[src/hdl/pgts_pkg.sv]
// Package for the power-good, thermal and stack sequencer.
// Assumes a 200 MHz core clock; all timing derives from it here.
package pgts_pkg;
  // Clock rate and deglitch time
  localparam int unsigned CLK_MHZ = 200;
  localparam int unsigned PG_DEGLITCH_US = 40;
  localparam int unsigned PG_DEGLITCH_CYC = PG_DEGLITCH_US * CLK_MHZ;
  // Initialization time before the role strap is taken
  localparam int unsigned INIT_US = 400;
  localparam int unsigned INIT_CYC = INIT_US * CLK_MHZ;
  // Register offsets (byte addresses, one word each)
  localparam logic [7:0] STATUS_ADDR = 8'h00;
  localparam logic [7:0] CTRL1_ADDR = 8'h04;
  localparam logic [7:0] CTRL3_ADDR = 8'h08;
  localparam logic [7:0] ROLE_ADDR = 8'h0C;
  // Field positions
  localparam int unsigned ST_THERMAL_WARNING_FLAG_BIT = 0;
  localparam int unsigned ST_THERMAL_SHUTDOWN_FLAG_BIT = 1;
  localparam int unsigned C1_DISCH_BIT = 0;
  localparam int unsigned C1_FPWM_BIT = 1;
  localparam int unsigned C3_PGBLNK_BIT = 0;
  localparam int unsigned C3_NOENPD_BIT = 1;
  // Reset values
  localparam logic [1:0] CTRL1_RST = 2'h1;
  localparam logic [1:0] CTRL3_RST = 2'h0;
  // Sequencer states
  typedef enum logic [2:0] {
    ST_INIT = 3'b000,
    ST_OFF = 3'b001,
    ST_SOFT = 3'b010,
    ST_RUN = 3'b011,
    ST_HOT = 3'b100
  } pgts_state_t;
endpackage

[src/hdl/pgts_seq.sv]
// Supervisory sequencer: power good, thermal flags, stack start-up.
// Assumes analog comparators and pins arrive asynchronously; pins are
// open drain, split into input, output and output enable (low = drive).
//
// Function
// - Power good low in shutdown, off, lockout, soft-start
// - Window fault outside 95 to 105 percent
// - Forty microsecond deglitch before power good pin
// - Blanking ignores window during voltage ramp
// - Warning temperature sets sticky warning flag
// - Status read clears warning below release
// - Shutdown temperature stops switching, flags, pulls good
// - Enable pulldown on shutdown unless disabled
// - Discharge on shutdown when enabled
// - Cooling restarts soft-start, releases enable, good
// - Status read clears shutdown flag below release
// - Role strap sensed once at initialization
// - Secondary presets both latches at initialization
// - Secondary soft-start done clears pulldown latch
// - Power good rise clears conduction hold latch
// - Each device holds ready line during start/fault
// - Primary holds compensation low until ready
// - Secondaries release good; primary drives it
// - Clock daisy-chained, neighbours phase shifted
// - Secondaries force PWM; primary configured so
// - Shutdown or lockout disables whole stack
// - Secondary takes clock on mode input
`timescale 1ns/1ps
`default_nettype none
module pgts_seq #(
  parameter int unsigned DEGLITCH_CYC = pgts_pkg::PG_DEGLITCH_CYC,
  parameter int unsigned INIT_CYC = pgts_pkg::INIT_CYC
) (
  // Clock and reset
  input wire logic core_clk,
  input wire logic nrst,
  // Register port
  input wire logic [7:0] reg_addr,
  input wire logic [31:0] reg_wdata,
  input wire logic reg_wr,
  input wire logic reg_rd,
  output logic [31:0] reg_rdata,
  // Analog status inputs (asynchronous)
  input wire logic vout_below_95,
  input wire logic vout_above_105,
  input wire logic temp_above_150,
  input wire logic temp_above_130,
  input wire logic temp_above_170,
  input wire logic undervoltage_lockout_active,
  input wire logic voltage_ramp_active,
  input wire logic soft_start_done,
  input wire logic switch_enable,
  // Open-drain pins: enable / stack ready line
  input wire logic stack_ready_in,
  output logic stack_ready_out,
  output logic stack_ready_oe_n,
  // Open-drain power_good_line
  input wire logic pg_in,
  output logic pg_out,
  output logic pg_oe_n,
  // Role strap and clock chain
  input wire logic clock_chain_strap,
  input wire logic mode_clock_in,
  output logic mode_is_clock,
  // Converter control
  output logic switching_on,
  output logic soft_start_go,
  output logic discharge_on,
  output logic forced_pwm,
  output logic ccm_enable,
  output logic comp_clamp,
  output logic is_secondary
);
  localparam int CW = $clog2(INIT_CYC + 1);
  localparam logic [CW-1:0] INIT_LAST = CW'(INIT_CYC - 1);
  localparam int DW = $clog2(DEGLITCH_CYC + 1);
  localparam logic [DW-1:0] DG_LAST = DW'(DEGLITCH_CYC - 1);

  // Two-flop synchronisers for every asynchronous input
  localparam int NS = 12;
  logic [NS-1:0] raw_in;
  logic [NS-1:0] sync1;
  logic [NS-1:0] sync2;
  assign raw_in = {mode_clock_in, clock_chain_strap, pg_in, stack_ready_in,
    switch_enable, soft_start_done, voltage_ramp_active, undervoltage_lockout_active,
    temp_above_170, temp_above_130, temp_above_150,
    vout_below_95 | vout_above_105};
  always_ff @(posedge core_clk or negedge nrst) begin
    if (!nrst) begin
      sync1 <= '0;
      sync2 <= '0;
    end else begin
      sync1 <= raw_in;
      sync2 <= sync1;
    end
  end
  logic win_fault, t150, t130, t170, undervoltage_lockout, ramp, ss_done, sw_en;
  logic ready_s, pg_s, strap_s;
  assign win_fault = sync2[0];
  assign t150 = sync2[1];
  assign t130 = sync2[2];
  assign t170 = sync2[3];
  assign undervoltage_lockout = sync2[4];
  assign ramp = sync2[5];
  assign ss_done = sync2[6];
  assign sw_en = sync2[7];
  assign ready_s = sync2[8];
  assign pg_s = sync2[9];
  assign strap_s = sync2[10];

  // Software registers
  logic [1:0] ctrl1;
  logic [1:0] ctrl3;
  logic thermal_warning_flag_flag;
  logic thermal_shutdown_flag_flag;
  logic status_rd;
  assign status_rd = reg_rd && (reg_addr == pgts_pkg::STATUS_ADDR);

  always_ff @(posedge core_clk or negedge nrst) begin
    if (!nrst) begin
      ctrl1 <= pgts_pkg::CTRL1_RST;
      ctrl3 <= pgts_pkg::CTRL3_RST;
    end else if (reg_wr) begin
      if (reg_addr == pgts_pkg::CTRL1_ADDR) begin
        ctrl1 <= reg_wdata[1:0];
      end
      if (reg_addr == pgts_pkg::CTRL3_ADDR) begin
        ctrl3 <= reg_wdata[1:0];
      end
    end
  end

  // Thermal warning: set wins over a read-clear in the same cycle
  always_ff @(posedge core_clk or negedge nrst) begin
    if (!nrst) begin
      thermal_warning_flag_flag <= 1'b0;
    end else if (t150) begin
      thermal_warning_flag_flag <= 1'b1;
    end else if (status_rd && !t130) begin
      thermal_warning_flag_flag <= 1'b0;
    end
  end

  // Thermal shutdown flag: held while still above release threshold
  always_ff @(posedge core_clk or negedge nrst) begin
    if (!nrst) begin
      thermal_shutdown_flag_flag <= 1'b0;
    end else if (t170) begin
      thermal_shutdown_flag_flag <= 1'b1;
    end else if (status_rd && !t150) begin
      thermal_shutdown_flag_flag <= 1'b0;
    end
  end

  // Hysteretic shutdown condition: enter above 170, leave below 150
  logic hot;
  always_ff @(posedge core_clk or negedge nrst) begin
    if (!nrst) begin
      hot <= 1'b0;
    end else if (t170) begin
      hot <= 1'b1;
    end else if (!t150) begin
      hot <= 1'b0;
    end
  end

  // Sequencer; the role strap is caught once, as init ends
  pgts_pkg::pgts_state_t state;
  logic [CW-1:0] init_cnt;
  logic secondary;
  logic ss_done_q;
  always_ff @(posedge core_clk or negedge nrst) begin
    if (!nrst) begin
      state <= pgts_pkg::ST_INIT;
      init_cnt <= '0;
      secondary <= 1'b0;
    end else begin
      unique case (state)
        pgts_pkg::ST_INIT: begin
          if (init_cnt == INIT_LAST) begin
            secondary <= ~strap_s;
            state <= pgts_pkg::ST_OFF;
          end else begin
            init_cnt <= init_cnt + CW'(1);
          end
        end
        pgts_pkg::ST_OFF: begin
          if (hot) begin
            state <= pgts_pkg::ST_HOT;
          end else if (sw_en && !undervoltage_lockout && ready_s) begin
            state <= pgts_pkg::ST_SOFT;
          end
        end
        pgts_pkg::ST_SOFT: begin
          if (hot) begin
            state <= pgts_pkg::ST_HOT;
          end else if (undervoltage_lockout || !sw_en || !ready_s) begin
            state <= pgts_pkg::ST_OFF;
          end else if (ss_done) begin
            state <= pgts_pkg::ST_RUN;
          end
        end
        pgts_pkg::ST_RUN: begin
          if (hot) begin
            state <= pgts_pkg::ST_HOT;
          end else if (undervoltage_lockout || !sw_en || !ready_s) begin
            state <= pgts_pkg::ST_OFF;
          end
        end
        pgts_pkg::ST_HOT: begin
          if (!hot) begin
            state <= pgts_pkg::ST_OFF;
          end
        end
        default: begin
          state <= pgts_pkg::ST_OFF;
        end
      endcase
    end
  end

  // Deglitch: level must hold DEGLITCH_CYC cycles before it counts
  logic dg_raw;
  logic dg_fault;
  logic [DW-1:0] dg_cnt;
  assign dg_raw = win_fault && !(ctrl3[pgts_pkg::C3_PGBLNK_BIT] && ramp);
  always_ff @(posedge core_clk or negedge nrst) begin
    if (!nrst) begin
      dg_cnt <= '0;
      dg_fault <= 1'b1;
    end else if (dg_raw == dg_fault) begin
      dg_cnt <= '0;
    end else if (dg_cnt == DG_LAST) begin
      dg_cnt <= '0;
      dg_fault <= dg_raw;
    end else begin
      dg_cnt <= dg_cnt + DW'(1);
    end
  end

  // Secondary latches: preset at init, cleared by own done / pg rise
  logic pg_pd_latch;
  logic ccm_hold_latch;
  logic pg_s_q;
  always_ff @(posedge core_clk or negedge nrst) begin
    if (!nrst) begin
      pg_pd_latch <= 1'b1;
      ccm_hold_latch <= 1'b1;
      pg_s_q <= 1'b0;
      ss_done_q <= 1'b0;
    end else begin
      pg_s_q <= pg_s;
      ss_done_q <= ss_done;
      if (state == pgts_pkg::ST_INIT) begin
        pg_pd_latch <= 1'b1;
        ccm_hold_latch <= 1'b1;
      end else if (secondary) begin
        if (ss_done && !ss_done_q && state == pgts_pkg::ST_SOFT) begin
          pg_pd_latch <= 1'b0;
        end
        if (pg_s && !pg_s_q) begin
          ccm_hold_latch <= 1'b0;
        end
      end
    end
  end

  // Pin and control outputs, all registered
  logic pg_low;
  logic in_fault;
  assign in_fault = hot || undervoltage_lockout;
  always_comb begin
    if (state == pgts_pkg::ST_INIT) begin
      pg_low = 1'b1;
    end else if (secondary) begin
      pg_low = pg_pd_latch;
    end else begin
      pg_low = (state != pgts_pkg::ST_RUN) || dg_fault;
    end
  end

  always_ff @(posedge core_clk or negedge nrst) begin
    if (!nrst) begin
      pg_out <= 1'b0;
      pg_oe_n <= 1'b0;
      stack_ready_out <= 1'b0;
      stack_ready_oe_n <= 1'b0;
      comp_clamp <= 1'b1;
      switching_on <= 1'b0;
      soft_start_go <= 1'b0;
      discharge_on <= 1'b0;
      forced_pwm <= 1'b0;
      ccm_enable <= 1'b0;
      is_secondary <= 1'b0;
      mode_is_clock <= 1'b0;
    end else begin
      pg_out <= 1'b0;
      pg_oe_n <= ~pg_low;
      stack_ready_out <= 1'b0;
      // Pull the ready line while initializing, in lockout, or hot unless C3_NOENPD_BIT is set
      stack_ready_oe_n <= ~((state == pgts_pkg::ST_INIT) || undervoltage_lockout ||
        (hot && !ctrl3[pgts_pkg::C3_NOENPD_BIT]));
      comp_clamp <= !secondary && !ready_s;
      switching_on <= (state == pgts_pkg::ST_SOFT) ||
        (state == pgts_pkg::ST_RUN);
      soft_start_go <= state == pgts_pkg::ST_SOFT;
      // In shutdown or lockout secondaries discharge regardless; primary per control bit
      discharge_on <= (state == pgts_pkg::ST_HOT || in_fault) &&
        (ctrl1[pgts_pkg::C1_DISCH_BIT] || secondary);
      forced_pwm <= secondary || ctrl1[pgts_pkg::C1_FPWM_BIT];
      ccm_enable <= !(secondary && ccm_hold_latch);
      is_secondary <= secondary;
      mode_is_clock <= secondary;
    end
  end

  // Read data: one cycle after the strobe, zero otherwise
  always_ff @(posedge core_clk or negedge nrst) begin
    if (!nrst) begin
      reg_rdata <= 32'h0000_0000;
    end else if (reg_rd) begin
      unique case (reg_addr)
        pgts_pkg::STATUS_ADDR: reg_rdata <= {30'h0, thermal_shutdown_flag_flag, thermal_warning_flag_flag};
        pgts_pkg::CTRL1_ADDR: reg_rdata <= {30'h0, ctrl1};
        pgts_pkg::CTRL3_ADDR: reg_rdata <= {30'h0, ctrl3};
        pgts_pkg::ROLE_ADDR: reg_rdata <= {29'h0, state};
        default: reg_rdata <= 32'h0000_0000;
      endcase
    end else begin
      reg_rdata <= 32'h0000_0000;
    end
  end
endmodule
`default_nettype wire

[config.mk]
export PLATFORM = sky130hd
export DESIGN_NAME = pgts_seq
export DESIGN_NICKNAME = d
export VERILOG_FILES = /design/src/hdl/pgts_pkg.sv /design/src/hdl/pgts_seq.sv
export SDC_FILE = /design/constraint.sdc
export NUM_CORES = 1
export LEC_CHECK = 0
export BUFFER_PORTS_ARGS = -buffer_cell sky130_fd_sc_hd__buf_4
export CAP_MARGIN = 15
export CORE_ASPECT_RATIO = 1.25
export CORE_MARGIN = 1
export CORE_UTILIZATION = 51
export DETAILED_ROUTE_END_ITERATION = 10
export GPL_TIMING_DRIVEN = 0
export PLACE_DENSITY = 0.79
export REMOVE_ABC_BUFFERS = 1
export SLEW_MARGIN = 20
export SYNTH_ARGS = -nofsm -noshare
export SYNTH_HDL_FRONTEND = slang
export SYNTH_SLANG_ARGS = --single-unit
[constraint.sdc]
create_clock -name core_clk -period 2 [get_ports core_clk]
set_input_delay 0.4 -clock core_clk [delete_from_list [all_inputs] [get_ports core_clk]]
set_output_delay 0.4 -clock core_clk [all_outputs]
set_load 0.005 [all_outputs]
After elaboration in Yosys (flattened, before gate mapping). Cells that the tools add are included.

Bits of input ports: 57. Logic and storage cells: 129. Output and inout bits: 44. Register bits after elaboration: 80.

Eq/ne operators: 17. Mux-type cells: 28. $add $sub $neg: 2. Reductions and logical operators: 50. Bitwise gates (word level): 6.

Operators with widths (number): 3-bit 2-to-1 mux (10); 13-bit 2-to-1 mux (2); 17-bit by 1-bit adder with 17-bit output (second input constant) (1); 17-bit equality test (second input constant) (1); 8-bit by 4-bit equality test with 1-bit output (second input constant) (2); 3-bit one-hot mux with 5 select lines (1); 1-bit logical AND (14); 1-bit 2-to-1 mux (14); 2-bit AND reduction (7); 13-bit by 1-bit adder with 13-bit output (second input constant) (1); 13-bit equality test (second input constant) (1); 3-bit one-hot mux with 4 select lines (1); 1-bit logical NOT (11); 1-bit logical OR (10); 2-bit nonzero test (5); 8-bit by 3-bit equality test with 1-bit output (second input constant) (1); 8-bit logical NOT (1); 3-bit by 2-bit equality test with 1-bit output (second input constant) (2); 3-bit != test (second input constant) (2); 1-bit NOT (5); 5-bit AND reduction (1); 2-bit != test (second input constant) (2); 4-bit != test (second input constant) (1); 3-bit by 1-bit equality test with 1-bit output (second input constant) (1); 6 further kinds (6).

Depth between registers and ports, before layout.
Depth in word-level cells: 6. Gate-level depth with buffers: 6. Mapped depth without buffers: 5.

Least setup slack after synthesis. Ideal clock, no wire load.

Kind: flip-flop to flip-flop. Start point: register init_cnt[14]. End point: register init_cnt[1]. Buffers on the path: 0. Stages on the path, launching flop included: 5. Data arrival time: 1.608 ns. Required time: 1.875 ns. Slack: 0.267 ns. Setup time: 0.125 ns. Clock period less this slack: 1.733 ns. Path through: dfrtp_1 > or4b_4 > nor3_4 > a21oi_2 > mux2_4.

Cells in the longest elaborated chain, start to end: 3.

RTL lines: from (decl) (RTL line pgts_seq.sv:169) `logic [CW-1:0] init_cnt;`; from (signal assigned) (RTL line pgts_seq.sv:184) `init_cnt <= init_cnt + CW'(1);`; 17-bit equality test (RTL line pgts_seq.sv:180) `if (init_cnt == INIT_LAST) begin`; 1-bit NOT (no line); 2-bit AND reduction (no line).

Every way passes these cells. A chain may end at the register's enable or synchronous reset.

Worst setup path in the final report. Same ends and word-level chain as after synthesis.

==> flow_summary_export.csv <==
group,metric,value,unit
outcome,status,"completed",
finish,final_cells,426,
drt,drt-total-wl,5499,µm
pwr,p_leak,0.001830,µW
synthesis,ys_warn_count,0,
synthesis,synthArstFlopShare,100.0,%
worst_setup_path,crit_slowest_cell,"or4b_4",
sta,finalClockSkew,0.01314,ns
worst_setup_path,critPathMaxFanout,6,
worst_setup_path,ff2ff_path_depth,4,
worst_hold_path,holdCritPathClass,"in -> reg",
drt,avgViaCountPerCell,5.009,
worst_setup_path,crit_cells,4,
synthesis,syn_area,3420,µm²
floorplan,dieArea,7039,µm²
sta,final-setup-viol-count,0,
floorplan,die_x,75.24,µm
sta,fin_ws,0.1186,ns
finish,n_antenna_cell,0,
finish,fill_cells,553,
drt,drc,0,
cts,hold_buffers,0,
cts,clk_pin_slew_worst_paths,0.07,ns
finish,regArea,2008,µm²
worst_setup_path,worstSetupStartpointType,"flop",
sta,max_freq,531.5,MHz
sta,grt_setup_unrepaired,"no",
synthesis,synthCells,294,
synthesis,synth_edf_count,0,
placed_design,io_buffers,38,
sta,hold-worst-slack,0.1496,ns
synthesis,ys_types,47,
cts,cts_tree,"done",
grt,grt_max_degree,81,
worst_setup_path,slowest_delay,0.56,ns
sta,slew_violations,0,
worst_setup_path,critPathKind,"reg -> reg",
cts,cts-resized-gates,0,
worst_setup_path,endpoint,"init_cnt[1]",
run,cap_violations,0,
finish,multiInputGateArea,1221,µm²
pwr,p_total,3292,µW
finish,layout_commonest_cell,"dfrtp_1",
drt,drtIter0Drc,105,
worst_setup_path,arrival,2.12,ns
worst_setup_path,r2r_slack,0.12,ns
placed_design,dp.cells,410,
cts,cts_made_buffers,9,
synthesis,syn_area_per_cell,11.63,µm²
sta,max-slew-margin-rel,38.61,%
placed_design,post-place-ws,0.07597,ns
pwr,powerDensity,844.2,nW/µm²
worst_setup_path,critical_path.startpoint,"init_cnt[14]",
sta,tightest_slew,0.9209,ns
worst_setup_path,cp_data_required_time,2.24,ns
grt,grt_use_total,18.36,%
cts,cts_buffer_depth,2,
drt,wire_per_inst,12.91,µm
grt,grt_antenna_before_repair,0,
cts,clock_latency,0.35,ns
cts,cts.htree.levels,3,
floorplan,die_h,93.55,µm
cts,cts_root_buf,"clkbuf_8",
floorplan,initial_core_util,52.42,%
grt,grt_first_pass_wirelength,9480,µm
cts,cts_setup_buffers,0,
worst_setup_path,path_delay_family,"simple AND/OR/NAND/NOR gates",
finish,nNetsFinal,393,
finish,syn_to_final_growth,14.05,%
sta,hold_viol_final,0,
placed_design,finalWeightedCongestion,0.7883,
floorplan,io_pins,101,
sta,final.period_utilization,94.07,%
worst_setup_path,timing.rr.start,"init_cnt[14]",
finish,final_cell_mix,"75 x dfrtp_1, 38 x buf_4, 31 x conb_1, 24 x nor2_1",
placed_design,hpwl,3789,µm
cts,cts.sinks,80,
sta,fin_setup_tns,0,ns
floorplan,rows,33,
grt,overflow,0,
synthesis,yosysTopAreaCell,"dfrtp_1",
drt,vias,2134,
worst_setup_path,regToRegEndpoint,"init_cnt[1]",
worst_setup_path,cp-end-kind,"flop",
worst_setup_path,crit_chain,"or4b_4, nor3_4, a21oi_2, mux2_4",
worst_setup_path,crit_buf_inv,0,
synthesis,ys_ff_latch,80,
synthesis,yosysTopAreaCellShare,54.88,%
synthesis,synth_flop_cell,"dfrtp_1",
sta,fin_crit,1.881,ns
pwr,vdd_ir_drop_max,0.5475,mV
synthesis,yosysSeqAreaShare,58.73,%
grt,grt_pass1_vias,2131,
drt,firstDrtPassIters,4,
floorplan,core_area,6524,µm²
finish,layout-drive-gt1-share,20.35,%
drt,ant_nets,0,
synthesis,ys_top_cells_by_area,"dfrtp_1 55%, buf_4 7.0%, dfstp_2 3.8%, xor2_1 3.1%, xnor2_1 2.8%",
[power breakdown]
group	switching (µW)	leakage (µW)	internal [µW]	total, µW
registers	55.1	0.00100	1680	1740
clock network	542	0.000123	840	1380
logic	93.3	0.000705	80.0	173
[registers in the layout, indices dropped and copies added, names as in the netlist, 2 cells and up]
name / cells
sync2: 11
init_cnt: 17
reg_rdata: 3
ctrl1: 2
sync1: 11
state: 3
ctrl3: 2
dg_cnt: 13
[cell families after synthesis]
logic type	synth area share [%]
other	0.1097
AO/OA/AOI/OAI	5.086
adder cells (fa/ha/maj)	0.7317
multiplexers	3.695
XOR/XNOR	5.891
AND/OR/NAND/NOR	16.90
flip-flops	58.73
buffers and inverters	8.855
[per-layer routing]
| metal | global-route usage, % | vias to the layer above | wire length [µm] |
|---|---|---|---|
| li1 | - | 1030 | - |
| met1 | 22.56 | 1039 | 2344 |
| met2 | 29.05 | 51 | 2794 |
| met3 | 4.526 | 14 | 208 |
| met4 | 10.65 | 0 | 152 |
| met5 | 0 | - | 0 |
[area by class of cell]
class,instances,share of cell area [%]
clock buffer,14,4.684
timing repair buffer,38,7.315
tap,87,2.791
inverter,9,0.8662
clock inverter,2,1.540
sequential,80,51.49
multi-input combinational,196,31.31
[through the flow]
stage | util [%] | cell area [µm²]
3_5_place_dp | 56.06 | 3657
6_report | 59.78 | 3900
3_3_place_gp | 56.06 | 3657
2_1_floorplan | - | 3263
5_1_grt | 59.78 | 3900
4_1_cts | 59.78 | 3900
[synthesized netlist by cell type, drive strengths merged, types with 3 or more instances]
cell type  instances
nor2              24
nand3             16
buf               34
or2                3
nand2b             4
nand2             16
clkbuf             5
dfstp              5
mux2               6
nor2b              3
and3               4
o21ai              7
a211oi             3
nor4               7
nor3              10
a21oi              6
dfrtp             75
inv                9
o41ai              4
xor2              12
nand4              6
xnor2             11
[how the worst min path moves through the flow]
stage                   start    endpoint  slack, ns  cells after the start
2_1_floorplan            nrst  ccm_enable       0.10                      0
4_1_cts        temp_above_150    sync1[1]       0.14                      1
3_5_place_dp         sync1[1]    sync2[1]       0.33                      0
5_1_grt                 pg_in    sync1[9]       0.13                      1
3_3_place_gp         sync1[3]    sync2[3]       0.33                      0
6_report       temp_above_150    sync1[1]       0.15                      1
Power figures use the tool's default switching activity.
